## src/rtl/aro_defs.svh

```systemverilog
`ifndef ARO_DEFS_SVH
`define ARO_DEFS_SVH

// ----------------------------------------------------------------
// Timing
// ----------------------------------------------------------------
`define ARO_CLK_HZ          250000000
`define ARO_NOTCH_MIN_HZ    2560
// Longest gap between notch clock edges still seen as a clock, rounded down
`define ARO_NOTCH_WIN_CYC   (`ARO_CLK_HZ / `ARO_NOTCH_MIN_HZ)
// Serial clock is conversion clock / 8: toggle every 4 conversion ticks
`define ARO_SCK_HALF_TICKS  2'h3

// ----------------------------------------------------------------
// Output word layout
// ----------------------------------------------------------------
`define ARO_WORD_W          32
`define ARO_PEND_BIT        31
`define ARO_FILL_BIT        30
`define ARO_POL_BIT         29
`define ARO_MSB_BIT         28
`define ARO_LSB_BIT         5
`define ARO_LAST_FALL       5'h1F
`define ARO_OVER_CODE       30'h3000_0000
`define ARO_UNDER_CODE      30'h0FFF_FFFF

// ----------------------------------------------------------------
// Reset values
// ----------------------------------------------------------------
`define ARO_PIN_RST         3'h3
`define ARO_SHIFT_RST       32'h8000_0000

`endif

```

## src/rtl/aro_pkg.sv

```systemverilog
package aro_pkg;

  // Signed conversion code: sign, MSB..LSB, then 5 sub-LSBs
  typedef logic [29:0] aro_code_t;
  typedef logic [31:0] aro_word_t;

  typedef enum logic [3:0] {
    ARO_ST_START = 4'b0001,
    ARO_ST_CONV  = 4'b0010,
    ARO_ST_SLEEP = 4'b0100,
    ARO_ST_OUT   = 4'b1000
  } aro_state_t;

endpackage

```

## src/rtl/aro_serial_out.sv

```systemverilog
`timescale 1ns/1ps
`default_nettype none
`include "aro_defs.svh"
module aro_serial_out #(
  parameter int unsigned NOTCH_WIN_CYC = `ARO_NOTCH_WIN_CYC
) (
  input  wire logic              clk,             // 250 MHz system clock
  input  wire logic              nrst,            // Synchronous reset, active low
  input  wire logic              cs_n_pin,        // Chip select pin, active low
  input  wire logic              sck_in,          // Serial clock pin level
  output logic                   sck_out,         // Serial clock driven in internal mode
  output logic                   sck_oe,          // High while driving serial clock
  output logic                   sdo_out,         // Serial data out
  output logic                   sdo_oe,          // High while driving serial data
  input  wire logic              notch_clock_pin, // External conversion clock pin
  input  wire logic              int_osc_tick,    // Internal oscillator tick, one cycle
  output logic                   osc_en,          // Internal oscillator enable
  output logic                   ext_conv_clk,    // External conversion clock in use
  output logic                   ext_sck_mode,    // External serial clock mode
  output logic                   conv_start,      // Start conversion, one-cycle pulse
  output logic                   conv_busy,       // Conversion running
  output logic                   out_active,      // Data output state
  output logic                   xfer_abort,      // Transfer cut short, one-cycle pulse
  output logic                   conv_tick,       // Conversion clock tick, one cycle
  input  wire logic              res_valid,       // Filter result offered
  output logic                   res_ready,       // Result buffer has space
  input  wire aro_pkg::aro_code_t res_code,       // Two's complement result with sub-LSBs
  input  wire logic              res_over,        // Input above positive full scale
  input  wire logic              res_under        // Input below negative full scale
);
  import aro_pkg::*;

  localparam int unsigned NW = $clog2(NOTCH_WIN_CYC + 1);

  // ----------------------------------------------------------------
  // Pin synchronisers {notch, sck, cs_n}
  // ----------------------------------------------------------------
  logic [2:0] pin_m_q;
  logic [2:0] pin_s_q;
  logic [2:0] pin_d_q;
  logic       cs_n_s;
  logic       cs_fall;
  logic       cs_rise;
  logic       sck_s;
  logic       x_rise;
  logic       x_fall;
  logic       notch_rise;

  always_ff @(posedge clk) begin
    if (!nrst) begin
      pin_m_q <= `ARO_PIN_RST;
      pin_s_q <= `ARO_PIN_RST;
      pin_d_q <= `ARO_PIN_RST;
    end else begin
      pin_m_q <= {notch_clock_pin, sck_in, cs_n_pin};
      pin_s_q <= pin_m_q;
      pin_d_q <= pin_s_q;
    end
  end

  assign cs_n_s     = pin_s_q[0];
  assign cs_fall    = pin_d_q[0] & ~pin_s_q[0];
  assign cs_rise    = ~pin_d_q[0] & pin_s_q[0];
  assign sck_s      = pin_s_q[1];
  // Clock pulses only count while selected
  assign x_rise     = ~cs_n_s & ~pin_d_q[1] & pin_s_q[1];
  assign x_fall     = ~cs_n_s & pin_d_q[1] & ~pin_s_q[1];
  assign notch_rise = ~pin_d_q[2] & pin_s_q[2];

  // ----------------------------------------------------------------
  // Conversion clock source
  // ----------------------------------------------------------------
  logic [NW-1:0] gap_q;
  logic          conv_tick_w;

  always_ff @(posedge clk) begin
    if (!nrst) begin
      gap_q        <= '0;
      ext_conv_clk <= 1'b0;
      osc_en       <= 1'b1;
    end else if (notch_rise) begin
      gap_q        <= '0;
      ext_conv_clk <= 1'b1;
      osc_en       <= 1'b0;
    end else if (gap_q == NW'(NOTCH_WIN_CYC - 1)) begin
      // Edges too sparse for the minimum rate: fall back
      ext_conv_clk <= 1'b0;
      osc_en       <= 1'b1;
    end else begin
      gap_q <= gap_q + NW'(1);
    end
  end

  // The switch is glitch free for the data path: only tick spacing changes
  assign conv_tick_w = ext_conv_clk ? notch_rise : (osc_en & int_osc_tick);

  always_ff @(posedge clk) begin
    if (!nrst) begin
      conv_tick <= 1'b0;
    end else begin
      conv_tick <= conv_tick_w;
    end
  end

  // ----------------------------------------------------------------
  // Result buffer
  // ----------------------------------------------------------------
  aro_state_t st_q;
  logic       buf_valid;
  logic       buf_take;
  logic [31:0] buf_data;

  assign buf_take = (st_q == ARO_ST_CONV);

  aro_pair_buf #(
    .W (32)
  ) u_buf (
    .clk       (clk),
    .nrst      (nrst),
    .in_valid  (res_valid),
    .in_ready  (res_ready),
    .in_data   ({res_over, res_under, res_code}),
    .out_valid (buf_valid),
    .out_ready (buf_take),
    .out_data  (buf_data)
  );

  function automatic aro_word_t fmt_word(input logic [31:0] b);
    logic [29:0] low;
    low = {~b[29], b[28:0]};
    if (b[31]) begin
      low = `ARO_OVER_CODE;
    end else if (b[30]) begin
      low = `ARO_UNDER_CODE;
    end
    // Pending clear, filler low
    fmt_word = {1'b0, 1'b0, low};
  endfunction

  // ----------------------------------------------------------------
  // Serial clock mode
  // ----------------------------------------------------------------
  logic [1:0] por_cnt_q;

  always_ff @(posedge clk) begin
    if (!nrst) begin
      por_cnt_q    <= 2'h0;
      ext_sck_mode <= 1'b0;
    end else begin
      if (por_cnt_q != 2'h3) begin
        por_cnt_q <= por_cnt_q + 2'h1;
      end
      // Sample once the synchroniser holds a true pin level
      if (por_cnt_q == 2'h2 || cs_fall) begin
        ext_sck_mode <= ~sck_s;
      end
    end
  end

  // ----------------------------------------------------------------
  // Internal serial clock generator
  // ----------------------------------------------------------------
  logic [1:0] div_q;
  logic       gen_run;
  logic       gen_edge;
  logic       i_rise;
  logic       i_fall;
  logic       rise_ev;
  logic       fall_ev;

  // Runs in internal mode while a word waits or shifts with select low: a host that keeps select low goes on reading words
  assign gen_run  = ~ext_sck_mode & ~cs_n_s &
                    ((st_q == ARO_ST_SLEEP) | (st_q == ARO_ST_OUT));
  assign gen_edge = gen_run & conv_tick_w & (div_q == `ARO_SCK_HALF_TICKS);
  assign i_rise   = gen_edge & ~sck_out;
  assign i_fall   = gen_edge & sck_out;
  assign rise_ev  = ext_sck_mode ? x_rise : i_rise;
  assign fall_ev  = ext_sck_mode ? x_fall : i_fall;

  always_ff @(posedge clk) begin
    if (!nrst) begin
      div_q   <= 2'h0;
      sck_out <= 1'b0;
    end else if (!gen_run) begin
      div_q   <= 2'h0;
      sck_out <= 1'b0;
    end else if (conv_tick_w) begin
      div_q <= div_q + 2'h1;
      if (gen_edge) begin
        sck_out <= ~sck_out;
      end
    end
  end

  always_ff @(posedge clk) begin
    if (!nrst) begin
      sck_oe <= 1'b0;
    end else begin
      // Off on the select edge and before the power-up sample: the host may still
      // drive the line in that cycle, and driving it too would collide
      sck_oe <= ~ext_sck_mode & ~cs_n_s & ~cs_fall &
                (por_cnt_q == 2'h3);
    end
  end

  // ----------------------------------------------------------------
  // Conversion cycle
  // ----------------------------------------------------------------
  // Falls within one word; cleared with every new word
  logic [4:0] fall_cnt_q;
  logic       last_fall;

  assign last_fall = fall_ev & (fall_cnt_q == `ARO_LAST_FALL);

  always_ff @(posedge clk) begin
    if (!nrst) begin
      st_q <= ARO_ST_START;
    end else begin
      case (st_q)
        ARO_ST_START: begin
          st_q <= ARO_ST_CONV;
        end
        ARO_ST_CONV: begin
          if (buf_valid) begin
            st_q <= ARO_ST_SLEEP;
          end
        end
        ARO_ST_SLEEP: begin
          // First rise with chip select low opens the output
          if (rise_ev) begin
            st_q <= ARO_ST_OUT;
          end
        end
        ARO_ST_OUT: begin
          if (cs_rise) begin
            st_q <= ARO_ST_START;
          end else if (last_fall) begin
            st_q <= ARO_ST_START;
          end
        end
        default: begin
          st_q <= ARO_ST_START;
        end
      endcase
    end
  end

  always_ff @(posedge clk) begin
    if (!nrst) begin
      conv_start <= 1'b0;
      conv_busy  <= 1'b1;
      out_active <= 1'b0;
      xfer_abort <= 1'b0;
    end else begin
      conv_start <= (st_q == ARO_ST_START);
      // A word already waiting lets the flag drop right after start
      conv_busy  <= (st_q == ARO_ST_START) |
                    ((st_q == ARO_ST_CONV) & ~buf_valid);
      out_active <= ((st_q == ARO_ST_SLEEP) & rise_ev) |
                    ((st_q == ARO_ST_OUT) & ~cs_rise & ~last_fall);
      xfer_abort <= (st_q == ARO_ST_OUT) & cs_rise;
    end
  end

  // ----------------------------------------------------------------
  // Output shift register
  // ----------------------------------------------------------------
  aro_word_t shift_q;

  always_ff @(posedge clk) begin
    if (!nrst) begin
      shift_q    <= `ARO_SHIFT_RST;
      fall_cnt_q <= 5'h00;
    end else if (st_q == ARO_ST_CONV && buf_valid) begin
      // Held static through sleep
      shift_q    <= fmt_word(buf_data);
      fall_cnt_q <= 5'h00;
    end else if (st_q == ARO_ST_OUT && fall_ev) begin
      shift_q    <= {shift_q[30:0], 1'b1};
      fall_cnt_q <= fall_cnt_q + 5'h01;
    end
  end

  // ----------------------------------------------------------------
  // Data output pin
  // ----------------------------------------------------------------
  always_ff @(posedge clk) begin
    if (!nrst) begin
      sdo_out <= 1'b1;
      sdo_oe  <= 1'b0;
    end else begin
      sdo_oe <= ~cs_n_s;
      case (st_q)
        ARO_ST_START: begin
          sdo_out <= 1'b1;
        end
        ARO_ST_CONV: begin
          // Flag drops as soon as the result lands
          sdo_out <= ~buf_valid;
        end
        ARO_ST_SLEEP: begin
          sdo_out <= shift_q[`ARO_PEND_BIT];
        end
        ARO_ST_OUT: begin
          if (cs_rise || last_fall) begin
            sdo_out <= 1'b1;
          end else if (fall_ev) begin
            sdo_out <= shift_q[`ARO_FILL_BIT];
          end
        end
        default: begin
          sdo_out <= 1'b1;
        end
      endcase
    end
  end

endmodule
`default_nettype wire

```

## src/rtl/aro_pair_buf.sv

```systemverilog
`timescale 1ns/1ps
`default_nettype none
module aro_pair_buf #(
  parameter int unsigned W = 32
) (
  input  wire logic         clk,        // System clock
  input  wire logic         nrst,       // Synchronous reset, active low
  input  wire logic         in_valid,   // Word offered
  output logic              in_ready,   // Space free, registered
  input  wire logic [W-1:0] in_data,    // Word in
  output logic              out_valid,  // Word held
  input  wire logic         out_ready,  // Drain side takes word
  output logic [W-1:0]      out_data    // Oldest word
);

  logic [W-1:0] mem_q [2];
  logic         wp_q;
  logic         rp_q;
  logic [1:0]   cnt_q;
  logic [1:0]   cnt_d;
  logic         push;
  logic         pop;

  assign out_valid = (cnt_q != 2'h0);
  assign push      = in_valid & in_ready;
  assign pop       = out_valid & out_ready;
  assign out_data  = mem_q[rp_q];

  always_comb begin
    cnt_d = cnt_q;
    if (push & ~pop) begin
      cnt_d = cnt_q + 2'h1;
    end else if (pop & ~push) begin
      cnt_d = cnt_q - 2'h1;
    end
  end

  // ----------------------------------------------------------------
  // Pointers and occupancy
  // ----------------------------------------------------------------
  always_ff @(posedge clk) begin
    if (!nrst) begin
      cnt_q    <= 2'h0;
      wp_q     <= 1'b0;
      rp_q     <= 1'b0;
      in_ready <= 1'b1;
    end else begin
      cnt_q    <= cnt_d;
      in_ready <= (cnt_d != 2'h2);
      if (push) begin
        wp_q <= ~wp_q;
      end
      if (pop) begin
        rp_q <= ~rp_q;
      end
    end
  end

  // Storage needs no reset: nothing reads an empty slot
  always_ff @(posedge clk) begin
    if (push) begin
      mem_q[wp_q] <= in_data;
    end
  end

endmodule
`default_nettype wire

```

## config.mk

```make
export PLATFORM = sky130hd
export DESIGN_NAME = aro_serial_out
export DESIGN_NICKNAME = d
export VERILOG_FILES = /design/src/rtl/aro_pkg.sv /design/src/rtl/aro_serial_out.sv /design/src/rtl/aro_pair_buf.sv
export VERILOG_INCLUDE_DIRS = /design/src /design/src/rtl
export SDC_FILE = /design/constraint.sdc
export NUM_CORES = 1
export LEC_CHECK = 0
export ABC_CLOCK_PERIOD_IN_PS = 6770
export BUFFER_PORTS_ARGS = -buffer_cell sky130_fd_sc_hd__buf_2
export CAP_MARGIN = 20
export CORE_MARGIN = 8
export CORE_UTILIZATION = 38
export DETAILED_ROUTE_END_ITERATION = 6
export PLACE_DENSITY = 0.57
export SLEW_MARGIN = 20
export SYNTH_ARGS = -nofsm -noshare
export SYNTH_HDL_FRONTEND = slang
export SYNTH_SLANG_ARGS = --single-unit
```

## constraint.sdc

```tcl
create_clock -name clk -period 6.77 [get_ports clk]
set_clock_uncertainty 0.05 [all_clocks]
set_input_delay 1.0155 -clock clk [delete_from_list [all_inputs] [get_ports clk]]
set_output_delay 1.0155 -clock clk [all_outputs]
set_load 0.01 [all_outputs]
```

==> impl_results.md <==
* Outcome: finished, final reports clean
* Post-CTS Setup Repair Bufs at 0
* # nets final at 645
* HP Start: pin_m_q[0]$_SDFF_PN1_
* Power Density at 345 nW/um^2
* Final setup viols at 0
* Crit start category: register
* Synth unique cells at 54
* Final cell count without fillers at 828
* Crit share post-route at 0.392
* Largest net degree at the start of global routing at 39
* Ys async rst share at 0
* Clk sink count at 153
* Vias at 4182
* Via density per instance at 5.05
* Combinational Power Share at 0.129
* CP Launch Point: st_q[1]$_SDFFE_PN0P_
* Most frequent cells in the layout: dfxtp_1 (89), edfxtp_1 (64), nand2_1 (54)
* Antenna diodes at 0
* Clock share of power at 0.403
* Worst Path Arrival at 2950 ps
* Critical path class: reg -> reg
* Max Clk Rate at 376 MHz
* Die Y at 143 microns
* Post-synthesis register bit count at 153
* Total track usage at 0.126
* Clk slew on worst S/H paths at 60 ps
* # hold bufs at CTS at 0
* Post-synthesis instance area at 6100 sq um
* Area Growth Syn to Fin at 17.6%
* Worst-Skew Late Latency at 420 ps
* Post-Place Cells at 796
* H-Tree Depth at 4
* DRC at 0
* Final HPWL DP at 7590 microns
* Syn Inst Count at 552
* EDFF count, synth at 64
* Peak VDD IR at 0.204 mV
* Sw Ratio at 0.253
* Layout cells sized above 1 at 0.204
* Min-delay worst type: reg -> reg
* Final critical-path required period at 2660 ps
* Die W at 143 microns
* P_sw at 626 uW
* Sequential Power Share at 0.467
* PortBufs at 51
* Final hold violation count at 0
* Placer Congestion at 0.806
* CTS Buffer Depth at 2
* Clock buffer count from CTS at 17
* Initial DRC Count at 303
* LEAKAGE at 2.47 nW
* Clock root buffer: clkbuf_16
* Most used DFF post-synth: dfxtp_1
* Final hold slack at 363 ps
* Tightest Pin Transition at 967 ps
* TritonCTS clock tree: yes
* Max Cap Violations at 0
* Top Ports at 52
* Number of global-route vias before repair at 4223
* Pins Over Slew Limit at 0
* Slew HR at 0.354
* Worst r2r src: st_q[1]$_SDFFE_PN0P_
* Syn_area_per_cell at 11.0 sq um
* CP required at 7060 ps
* Fillers at 1522
* Final ANT Viol Nets at 0
* Yosys warning total at 0
* PostCTS Resize Cnt at 0
* Sequential fraction of the synthesis area at 0.608
* Most common cell after layout, fill and taps aside: dfxtp_1
* Initial core utilization at 0.387
* Die ar. at 20400 sq um
* Wire per inst at 14.4 microns
* Int Power at 1.85 mW
* First-pass DRT Iterations at 5
* First-pass GRT wire length at 20200 microns
* Final TNS setup at 0 ps
* Final wirelength at 11900 microns
* Site Rows at 46
* GR Overflow Total at 0
* Max FO, Critical Path at 36
* Synthesized net count at 598
* Initial antenna violation count at 0
* Core area at 15800 sq um
* Unrepaired setup endpoints after global routing: false
* Worst setup EP type: register
per-stage QoR:
stage,utilization,total power [mW],setup WS [ps],instance area [sq um]
floorplan,-,1.39,3770,6100
global placement,0.415,1.49,4050,6550
detailed placement,0.415,1.50,4050,6550
CTS,0.455,2.50,4120,7170
global route,0.455,2.59,3890,7170
finish,0.455,2.47,4110,7170
flip-flops by register name, summed over array words and instances, names as in the netlist, 2 cells and up, named ones only:
name / flops
u_buf.mem_q: 64
st_q: 4
pin_m_q: 3
u_buf.cnt_q: 2
por_cnt_q: 2
div_q: 2
pin_s_q: 3
fall_cnt_q: 5
pin_d_q: 3
shift_q: 32
gap_q: 17
power by group through the flow:
stage	combinational [mW]	sequential, mW	clock [mW]
6_report	0.319	1.16	0.997
2_1_floorplan	0.244	1.15	0
3_5_place_dp	0.325	1.18	0
4_1_cts	0.328	1.16	1.02
5_1_grt	0.362	1.17	1.06
3_3_place_gp	0.316	1.17	0
cell type report:
class,count,area [sq um],area share
clock buffers,18,429,0.0599
clock inverters,14,195,0.0272
inverters,9,33.8,0.00471
multi-input cells,360,2230,0.311
flip-flops and latches,153,3700,0.517
well taps,216,270,0.0377
repair buffers,58,308,0.0429
logic make-up (layout without fill, tap and decap cells):
family	Yosys count	count (layout)	synth area share
AOI/OAI and AO/OA	103	103	0.101
buffers and inverters	39	99	0.0279
adders and majority gates	8	8	0.0160
muxes	29	29	0.0532
and+or+nand+nor	197	197	0.161
xor gates and xnor gates	23	23	0.0330
DFF	153	153	0.608
routing by layer:
metal	global-route usage	vias to the layer above	wire length (microns)
met5	0	-	0
met4	0.0526	0	93
met3	0.0484	8	541
met2	0.197	86	5570
met1	0.154	2007	5700
li1	-	2081	-
synthesized netlist by cell type, drive strengths merged (5+ instances only):
| master | instances | area [sq um] |
|---|---|---|
| inv | 8 | 30.0 |
| edfxtp | 64 | 1920 |
| nor3 | 8 | 40.0 |
| o21ai | 40 | 200 |
| nand3 | 40 | 200 |
| dfxtp | 89 | 1780 |
| nor2 | 47 | 184 |
| nand2b | 9 | 56.3 |
| or3 | 5 | 31.3 |
| buf | 12 | 68.8 |
| a31oi | 29 | 181 |
| and3 | 5 | 31.3 |
| xnor2 | 12 | 105 |
| nand2 | 54 | 203 |
| ha | 7 | 87.6 |
| mux2 | 27 | 304 |
| clkbuf | 18 | 67.6 |
| xor2 | 11 | 96.3 |
| a21oi | 19 | 95.1 |
critical path, cell delays in order (launching register included):
cell and delay (ps):
dfxtp_1 600, or3b_1 430, or3_1 330, buf_4 270, nor2_4 460, o21ai_0 200
a31oi_1 210
path summary, 6_finish.rpt:
check	to	slack [ps]	cells after the start
hold / removal	pin_s_q[0]$_SDFF_PN1_	360	1
setup reg to reg	shift_q[3]$_SDFFE_PN0P_	4110	6
hold reg to reg	pin_s_q[0]$_SDFF_PN1_	360	1
setup / recovery	shift_q[3]$_SDFFE_PN0P_	4110	6
Note: power is estimated with default switching activity, not from simulation.
